## src/rtl/cidp_defs.svh

```systemverilog
// Constant macros for the compact instruction decode and privilege block
`ifndef CIDP_DEFS_SVH
`define CIDP_DEFS_SVH
`define CIDP_LIMM_REG 6'h3e
`define CIDP_ALIGNED_PC_SOURCE_REG 6'h3f
`define CIDP_GENERAL_LAST 6'h1c
`define CIDP_GLOBAL_POINTER_REG 6'h1a
`define CIDP_FRAME_POINTER_REG 6'h1b
`define CIDP_STACK_POINTER_REG 6'h1c
`define CIDP_BRANCH_LINK_REG 6'h1f
`define CIDP_NUM_LONG_GROUPS 5'h08
`define CIDP_CC_BASE_LAST 5'h0f
`define CIDP_RESET_KERNEL 1'b1
`define CIDP_GRP_BRANCH_L 5'h00
`define CIDP_GRP_AUX_OPS 5'h04
`define CIDP_GRP_BRANCH_S 5'h1f
`define CIDP_SUBOP_AUXLD 6'h2a
`define CIDP_SUBOP_AUXST 6'h2b
`define CIDP_SUBOP_PRIV 6'h2f
`define CIDP_COMPARE_GRP_S 5'h1c
`define CIDP_BIT_TEST_GRP_S 5'h17
`define CIDP_TEST_GRP_S 5'h0f
`define CIDP_STACK_GRP_S 5'h18
`define CIDP_GLOBAL_GRP_S 5'h19
`define CIDP_PRIV_AUX_LIMIT 12'h400
`endif

```

## src/rtl/cidp_pkg.sv

```systemverilog
// Types shared by the compact instruction decode and privilege block
package cidp_pkg;
  // Decoder sequencing state
  typedef enum logic [1:0] {
    CIDP_ST_INSTR = 2'b01,
    CIDP_ST_LIMM = 2'b10
  } cidp_state_e;
  // Decoded instruction handed to execute
  typedef struct packed {
    logic valid;
    logic isCompact;
    logic [4:0] group;
    logic [5:0] srcA;
    logic [5:0] srcB;
    logic [5:0] dest;
    logic useLimmA;
    logic useLimmB;
    logic [31:0] limm;
    logic [31:0] pcAligned;
    logic [4:0] cond;
    logic condBase;
    logic setsFlags;
    logic [31:0] brOffset;
    logic auxLoad;
    logic auxStore;
  } cidp_dec_s;
  // Whole module state
  typedef struct packed {
    cidp_state_e state;
    cidp_dec_s dec;
    logic kernel;
    logic privExc;
  } cidp_all_s;
endpackage

```

## src/rtl/cidp_decode.sv

```systemverilog
// Instruction decoder with kernel and user privilege enforcement
//
// Functional notes
// RQ1 - Mixed compact and long instructions, no padding
// RQ2 - Source 62 takes next long immediate
// RQ3 - Source 63 gives word-aligned PC, read-only
// RQ4 - Compact 3-bit specifier maps r0-3, r12-15
// RQ5 - Long forms reach all 64 registers
// RQ6 - Branch offsets: 16 MB long, 512 B compact
// RQ7 - Compact branches: no delay slot, unconditional
// RQ8 - Compact flags only on test and compare
// RQ9 - Compact destination equals a source register; the stack, global and branch groups here do not (implied srcA or link dest)
// RQ10 - Some compact forms use implied registers
// RQ11 - Two source reads, one destination write
// RQ12 - Registers 0 to 28 unrestricted
// RQ13 - Auxiliary space only via dedicated instructions
// RQ14 - Two privilege levels, kernel at reset
// RQ15 - Kernel mode allows all privileged access
// RQ16 - User privileged access raises exception
// RQ17 - Current mode presented to memory management
// RQ18 - Five-bit group: 8 long, 24 compact
// RQ19 - Five-bit condition; low 16 internal flags
// RQ20 - Word after limm indicator is data
`include "cidp_defs.svh"
module cidp_decode
  import cidp_pkg::*;
(
  input wire logic core_clk,
  input wire logic arst_n,
  input wire logic clkEn,
  input wire logic fetchValid,
  input wire logic [31:0] fetchWord,
  input wire logic [31:0] fetchPc,
  input wire logic userModeReq,
  input wire logic kernelModeReq,
  output logic fetchTake,
  output logic fetchIsCompact,
  output cidp_dec_s decOut,
  output logic kernelMode,
  output logic privException
);

  cidp_all_s st_reg;
  cidp_all_s st_next;

  // Map a compact 3-bit register field onto the full register number
  function automatic logic [5:0] mapCompact(input logic [2:0] r);
    mapCompact = r[2] ? {3'h1, r} : {3'h0, r}; // [RQ4]
  endfunction

  // Sign extend a field of given width to 32 bits
  function automatic logic [31:0] sext(input logic [31:0] v,
                                       input int w);
    logic [31:0] m;
    m = 32'hffffffff << w;
    sext = v[w-1] ? (v | m) : (v & ~m);
  endfunction

  // True when a source number selects the long immediate
  function automatic logic isLimm(input logic [5:0] r);
    isLimm = (r == `CIDP_LIMM_REG);
  endfunction

  logic [4:0] grp;
  logic compact;
  logic [5:0] subOp;
  logic [5:0] la;
  logic [5:0] lb;
  logic [5:0] lc;
  logic needLimm;
  logic privOp;
  logic [11:0] auxAddr;

  // Field extraction used by the instruction state branch and the assertions
  always_comb begin
    grp = fetchWord[31:27];
    compact = (grp >= `CIDP_NUM_LONG_GROUPS); // [RQ18] [RQ1]
    subOp = fetchWord[21:16];
    // Six-bit long-form register fields reach all 64 registers [RQ5]
    lb = {fetchWord[14:12], fetchWord[26:24]};
    lc = fetchWord[11:6];
    la = fetchWord[5:0];
    auxAddr = {6'h00, fetchWord[11:6]};
    needLimm = !compact && (isLimm(lb) || isLimm(lc)); // [RQ2]
    // Auxiliary access to low map or the privileged sub-op [RQ13]
    privOp = !compact && (grp == `CIDP_GRP_AUX_OPS) &&
             (subOp == `CIDP_SUBOP_PRIV ||
              ((subOp == `CIDP_SUBOP_AUXLD ||
                subOp == `CIDP_SUBOP_AUXST) &&
               auxAddr < `CIDP_PRIV_AUX_LIMIT));
  end

  // Next-state logic
  always_comb begin
    st_next = st_reg;
    st_next.dec.valid = 1'b0;
    st_next.privExc = 1'b0;
    // Mode changes from the trap and return logic [RQ14]
    if (kernelModeReq) begin
      st_next.kernel = 1'b1;
    end else if (userModeReq) begin
      st_next.kernel = 1'b0;
    end
    if (fetchValid) begin
      unique case (st_reg.state)
        CIDP_ST_INSTR: begin
          st_next.dec = '0;
          st_next.dec.isCompact = compact;
          st_next.dec.group = grp;
          st_next.dec.pcAligned = {fetchPc[31:2], 2'b00}; // [RQ3]
          if (compact) begin
            // Destination is the first source [RQ9]
            st_next.dec.srcA = mapCompact(fetchWord[26:24]);
            st_next.dec.srcB = mapCompact(fetchWord[23:21]);
            st_next.dec.dest = st_next.dec.srcA; // [RQ9] [RQ11]
            st_next.dec.cond = 5'h00; // Always [RQ7]
            st_next.dec.condBase = 1'b1;
            // Only test and compare forms touch flags [RQ8]
            st_next.dec.setsFlags = (grp == `CIDP_COMPARE_GRP_S) ||
                                    (grp == `CIDP_BIT_TEST_GRP_S) ||
                                    (grp == `CIDP_TEST_GRP_S);
            if (grp == `CIDP_GRP_BRANCH_S) begin
              // Nine-bit halfword offset: +/-512 bytes [RQ6] [RQ7]
              st_next.dec.brOffset =
                sext({22'h0, fetchWord[24:16], 1'b0}, 10);
              st_next.dec.dest = `CIDP_BRANCH_LINK_REG; // [RQ10]
              st_next.dec.srcA = `CIDP_ALIGNED_PC_SOURCE_REG; // [RQ10]
            end else if (grp == `CIDP_STACK_GRP_S) begin
              // Stack pointer relative forms [RQ10]
              st_next.dec.srcA = `CIDP_STACK_POINTER_REG;
            end else if (grp == `CIDP_GLOBAL_GRP_S) begin
              // Global pointer relative forms [RQ10]
              st_next.dec.srcA = `CIDP_GLOBAL_POINTER_REG;
            end
          end else begin
            st_next.dec.srcA = lb; // [RQ11] [RQ12]
            st_next.dec.srcB = lc;
            st_next.dec.dest = la;
            st_next.dec.useLimmA = isLimm(lb); // [RQ2]
            st_next.dec.useLimmB = isLimm(lc); // [RQ2]
            st_next.dec.cond = fetchWord[4:0]; // [RQ19]
            st_next.dec.condBase =
              (fetchWord[4:0] <= `CIDP_CC_BASE_LAST); // [RQ19]
            st_next.dec.setsFlags = fetchWord[15];
            if (grp == `CIDP_GRP_BRANCH_L) begin
              // 24-bit halfword offset: +/-16 MB [RQ6]
              st_next.dec.brOffset = sext({7'h0, fetchWord[15:6],
                fetchWord[26:17], fetchWord[3:0], 1'b0}, 25);
            end
            st_next.dec.auxLoad = (grp == `CIDP_GRP_AUX_OPS) &&
                                  (subOp == `CIDP_SUBOP_AUXLD); // [RQ13]
            st_next.dec.auxStore = (grp == `CIDP_GRP_AUX_OPS) &&
                                   (subOp == `CIDP_SUBOP_AUXST);
          end
          if (privOp && !st_reg.kernel) begin
            // Kill the access and flag it [RQ16]
            st_next.privExc = 1'b1;
            st_next.dec.auxLoad = 1'b0;
            st_next.dec.auxStore = 1'b0;
            st_next.dec.valid = 1'b0;
          end else if (needLimm) begin
            st_next.state = CIDP_ST_LIMM; // [RQ20]
          end else begin
            st_next.dec.valid = 1'b1; // [RQ15]
          end
        end
        CIDP_ST_LIMM: begin
          // Word is data, never decoded [RQ20] [RQ2]
          st_next.dec.limm = fetchWord;
          st_next.dec.valid = 1'b1;
          st_next.state = CIDP_ST_INSTR;
        end
        // Illegal one-hot code: fall back to instruction decode
        default: begin
          st_next.state = CIDP_ST_INSTR;
        end
      endcase
    end
  end

  // State register with clock enable
  always_ff @(posedge core_clk or negedge arst_n) begin
    if (!arst_n) begin
      st_reg <= '0;
      st_reg.state <= CIDP_ST_INSTR;
      st_reg.kernel <= `CIDP_RESET_KERNEL; // [RQ14]
    end else if (clkEn) begin
      st_reg <= st_next;
    end
  end

  // Outputs other than fetchTake straight from flip-flops
  always_comb begin
    fetchTake = 1'b1;
    fetchIsCompact = st_reg.dec.isCompact;
    decOut = st_reg.dec;
    kernelMode = st_reg.kernel; // [RQ17]
    privException = st_reg.privExc;
  end
endmodule

```

## config.mk

```make
export PLATFORM = sky130hd
export DESIGN_NAME = cidp_decode
export DESIGN_NICKNAME = d
export VERILOG_FILES = /design/src/rtl/cidp_pkg.sv /design/src/rtl/cidp_decode.sv
export VERILOG_INCLUDE_DIRS = /design/src /design/src/rtl
export SDC_FILE = /design/constraint.sdc
export NUM_CORES = 1
export LEC_CHECK = 0
export ABC_AREA = 1
export ABC_CLOCK_PERIOD_IN_PS = 1700
export BUFFER_PORTS_ARGS = -buffer_cell sky130_fd_sc_hd__buf_2
export CAP_MARGIN = 20
export CORE_MARGIN = 5
export CORE_UTILIZATION = 53
export CTS_BUF_LIST = sky130_fd_sc_hd__clkbuf_8
export CTS_CLUSTER_SIZE = 10
export DETAILED_ROUTE_END_ITERATION = 8
export GPL_ROUTABILITY_DRIVEN = 0
export PLACE_DENSITY = 0.8
export SLEW_MARGIN = 20
export SYNTH_ARGS = -nofsm -noshare
export SYNTH_HDL_FRONTEND = slang
export SYNTH_SLANG_ARGS = --single-unit
```

## constraint.sdc

```tcl
create_clock -name core_clk -period 1.7 [get_ports core_clk]
set_input_delay 0.255 -clock core_clk [delete_from_list [all_inputs] [get_ports core_clk]]
set_output_delay 0.255 -clock core_clk [all_outputs]
set_load 0.01 [all_outputs]
```

==> metrics list <==
- Total negative slack for setup checks: 0 ns
- The worst-case IR drop observed on VDD is around 0.65 mV.
* Number of different library cells in the post-synthesis netlist: 33
* Total standard cell area after synthesis: about 0.0064 mm²
- For this design the static power due to leakage is between 3 and 4 nW.
- Fraction of synthesized area in multiplexers: 0
- At the worst endpoint, the arrival time is ~1.9 ns.
- Site row count: 40
- Setup violations remaining at the end of the flow were counted as 0.
* TritonCTS clock tree: built
- For this run the aggregate overflow at the end of global routing stands at 0.
- Of the total synthesized cell area, the portion taken by AND, OR, NAND and NOR gates is 0.193.
- The initial utilization of the core area, before any placement, comes to 0.537.
* Area fraction in compound gates after synthesis: 0.107
* H-tree lvl count: 4
- Synth warn: 0
* Floorplan die height: between 100 and 150 µm
* Detailed Place HPWL: around 12000 µm
- Clock insertion delay at the later pin of the skew report: between 0.4 and 0.5 ns
- Of the available clock period, the critical path in the final layout requires 0.943.
* Post-synthesis sequential element count: 126
* Overall die area: roughly 0.014 mm²
- Port buffer count: 199
- After routing the design area is slightly above 0.007 mm².
* Antenna Nets Post-Route: 0
* Nets: slightly below 900
* Type of the worst setup path: reg -> reg
- Yosys top cell area share: 0.483
- Core region area: 0.0120 mm²
* Final worst slack: 0.0966 ns
* Global routing usage summed across all routing layers: 0.229
* Final period demand of the worst path: 1.60 ns
* Placed Instances: between 900 and 1000
* Worst Hold Margin: 0.0220 ns
* Via density per instance: ~5.1
* Cell chosen for the clock root: sky130_fd_sc_hd__clkbuf_8
* Flip-flop count of the largest register after layout: between 100 and 150
* Initial antenna violation count: 0
- For this run, the number of standard cells in the final layout without fillers is slightly below 1000.
* Type of origin of the critical path: flip-flop
- Number of max-cap violations: 0
- Power Total: 12.0 mW
* Nature of the critical path endpoint: flip-flop
* CTS clk-pin slew, worst paths: approximately 0.070 ns
* Die X-Extent: roughly 120 µm
- Synth Flop Type: sky130_fd_sc_hd__dfrtp_1
* Standard cell area after detailed placement: roughly 0.0066 mm²
* Number of buffers on the longest clock path: 2
- After synthesis, the largest family of logic cells by area is buffers and inverters.
- Cell area power density: approximately 1700 mW/mm²
- For this block, the via count after detailed routing is ~4900.
- Number of synthesized flops with an enable pin: 0
- The first detailed-routing pass took 5 iterations.
* Count of final max-slew check failures: 0
* Number of clock buffers inserted by TritonCTS: 17
- The final layout contains routed wiring with a total length of around 16000 µm.
* Global-route wire length before repair: 26000 µm
- A synthesized cell averages about 8.8 µm².
- Yosys attributes the largest share of cell area to sky130_fd_sc_hd__dfrtp_1 (48%), sky130_fd_sc_hd__buf_4 (16%), sky130_fd_sc_hd__nand2_1 (13%).
- Outcome: finished clean
- Post-route clock skew: a little over 0.009 ns
- Of the cells placed in the final design, the portion with a size suffix greater than 1 is 0.334.
* Async set-reset flop share out of synthesis: 1.00
* 1st-iter DRT viols: 370
- Post-Synthesis Cells: approximately 730
- Max Freq: ~620 MHz
- IO Pins: around 200
- The hold violation total from the final report is 0.
- Diodes inserted: 0
- Required time at the endpoint of the critical path: 2.04 ns
- Of the total synthesized cell area, the portion taken by XOR and XNOR cells is 0.
- Seq/Total Area, Yosys: 0.491
* DP Worst Slack: between 0.1 and 0.15 ns
- Average wire per standard cell: roughly 17 µm
- Sorting the synthesized cells by how often they occur yields sky130_fd_sc_hd__nand2_1 (223), sky130_fd_sc_hd__buf_4 (137), sky130_fd_sc_hd__dfrtp_1 (124).
- The number of global-route vias before repair came to 4954.
* Layout overhead on the synthesized area: 10.9%
* Largest fanout of any net on the critical path: 16
* Area leader, netlist: sky130_fd_sc_hd__dfrtp_1
* Most frequent cell after synthesis: sky130_fd_sc_hd__nand2_1
- Post-synthesis adder-cell area fraction: 0.00389
* Pin count of the biggest net entering global routing: 50
- Number of design rule violations left after detail routing: 0
- HP Class: in -> reg
- Post-route core utilization: 0.596
- CTS saw 126 sinks.
## power breakdown
part           internal, mW  total (mW)  switching [mW]
Sequential             4.23        4.90           0.674
Combinational          1.91        4.57            2.66
Clock                  1.45        2.56            1.11
Total                  7.58        12.0            4.44
## path summary, 6_finish.rpt
check / startpoint / endpoint / slack (ns) / cells past startpoint
max reg2reg: st_reg[135]$_DFFE_PN0P_ / decOut[16]$_DFFE_PN0P_ / 0.1 / 7
min reg2reg: decOut[56]$_DFFE_PN0P_ / decOut[56]$_DFFE_PN0P_ / 0.48 / 2
min in group asynchronous: arst_n / decOut[21]$_DFFE_PN0P_ / 0.29 / 2
max in group asynchronous: arst_n / decOut[109]$_DFFE_PN0P_ / 0.79 / 3
max: st_reg[135]$_DFFE_PN0P_ / decOut[16]$_DFFE_PN0P_ / 0.1 / 7
min: fetchPc[23] / decOut[64]$_DFFE_PN0P_ / 0.02 / 3
## kinds of logic (layout without fill, tap and decap cells)
kind of cell,Yosys count,in the layout
compound gates,100,100
simple gates,301,301
fa+ha+maj,2,2
buf+inv,197,291
other cells,2,4
flops,126,126
## layer usage
| metal | vias up | track usage | share of wire |
|---|---|---|---|
| met2 | 208 | 0.366 | 0.49 |
| met5 | - | 0 | 0 |
| li1 | 2370 | - | - |
| met3 | 31 | 0.0716 | 0.079 |
| met4 | 0 | 0.0859 | 0.022 |
| met1 | 2322 | 0.291 | 0.41 |
## critical path, stage by stage (launching register included)
cell	delay, ns
sky130_fd_sc_hd__dfrtp_1	0.38
sky130_fd_sc_hd__inv_1	0.06
sky130_fd_sc_hd__ha_1	0.19
sky130_fd_sc_hd__nand2_2	0.18
sky130_fd_sc_hd__inv_2	0.10
sky130_fd_sc_hd__o21ai_2	0.07
sky130_fd_sc_hd__clkinv_2	0.27
sky130_fd_sc_hd__a2bb2oi_1	0.26
## cells in the final DEF, fill, tap and decap left out, types with 5 or more instances in the layout
master,instances
sky130_fd_sc_hd__nand2_1,223
sky130_fd_sc_hd__buf_2,198
sky130_fd_sc_hd__dfrtp_1,124
sky130_fd_sc_hd__nand3_1,55
sky130_fd_sc_hd__o21ai_0,49
sky130_fd_sc_hd__inv_1,27
sky130_fd_sc_hd__clkbuf_8,18
sky130_fd_sc_hd__buf_4,14
sky130_fd_sc_hd__dlygate4sd3_1,12
sky130_fd_sc_hd__nor2_1,11
sky130_fd_sc_hd__a2bb2oi_2,10
sky130_fd_sc_hd__a2bb2oi_1,9
sky130_fd_sc_hd__a22oi_1,8
sky130_fd_sc_hd__o21ai_1,8
sky130_fd_sc_hd__clkinv_2,7
sky130_fd_sc_hd__inv_2,5
sky130_fd_sc_hd__a21oi_1,5
## cell type report
class                           count  area, µm²
Sequential cell                   126       3160
Inverter                           28        106
Clock inverter                     14        139
Fill cell                        1029       4830
Clock buffer                       18        248
Tap cell                          147        184
Multi-Input combinational cell    407       1970
Timing Repair Buffer              231       1330
## what timing repair did
action,in CTS,in global routing
endpoints found under the setup margin,0,4
resized for setup,0,4
endpoints found under the hold margin,48,0
setup buffers,0,0
hold buffers,12,0
Note: power is estimated with default switching activity, not from simulation.
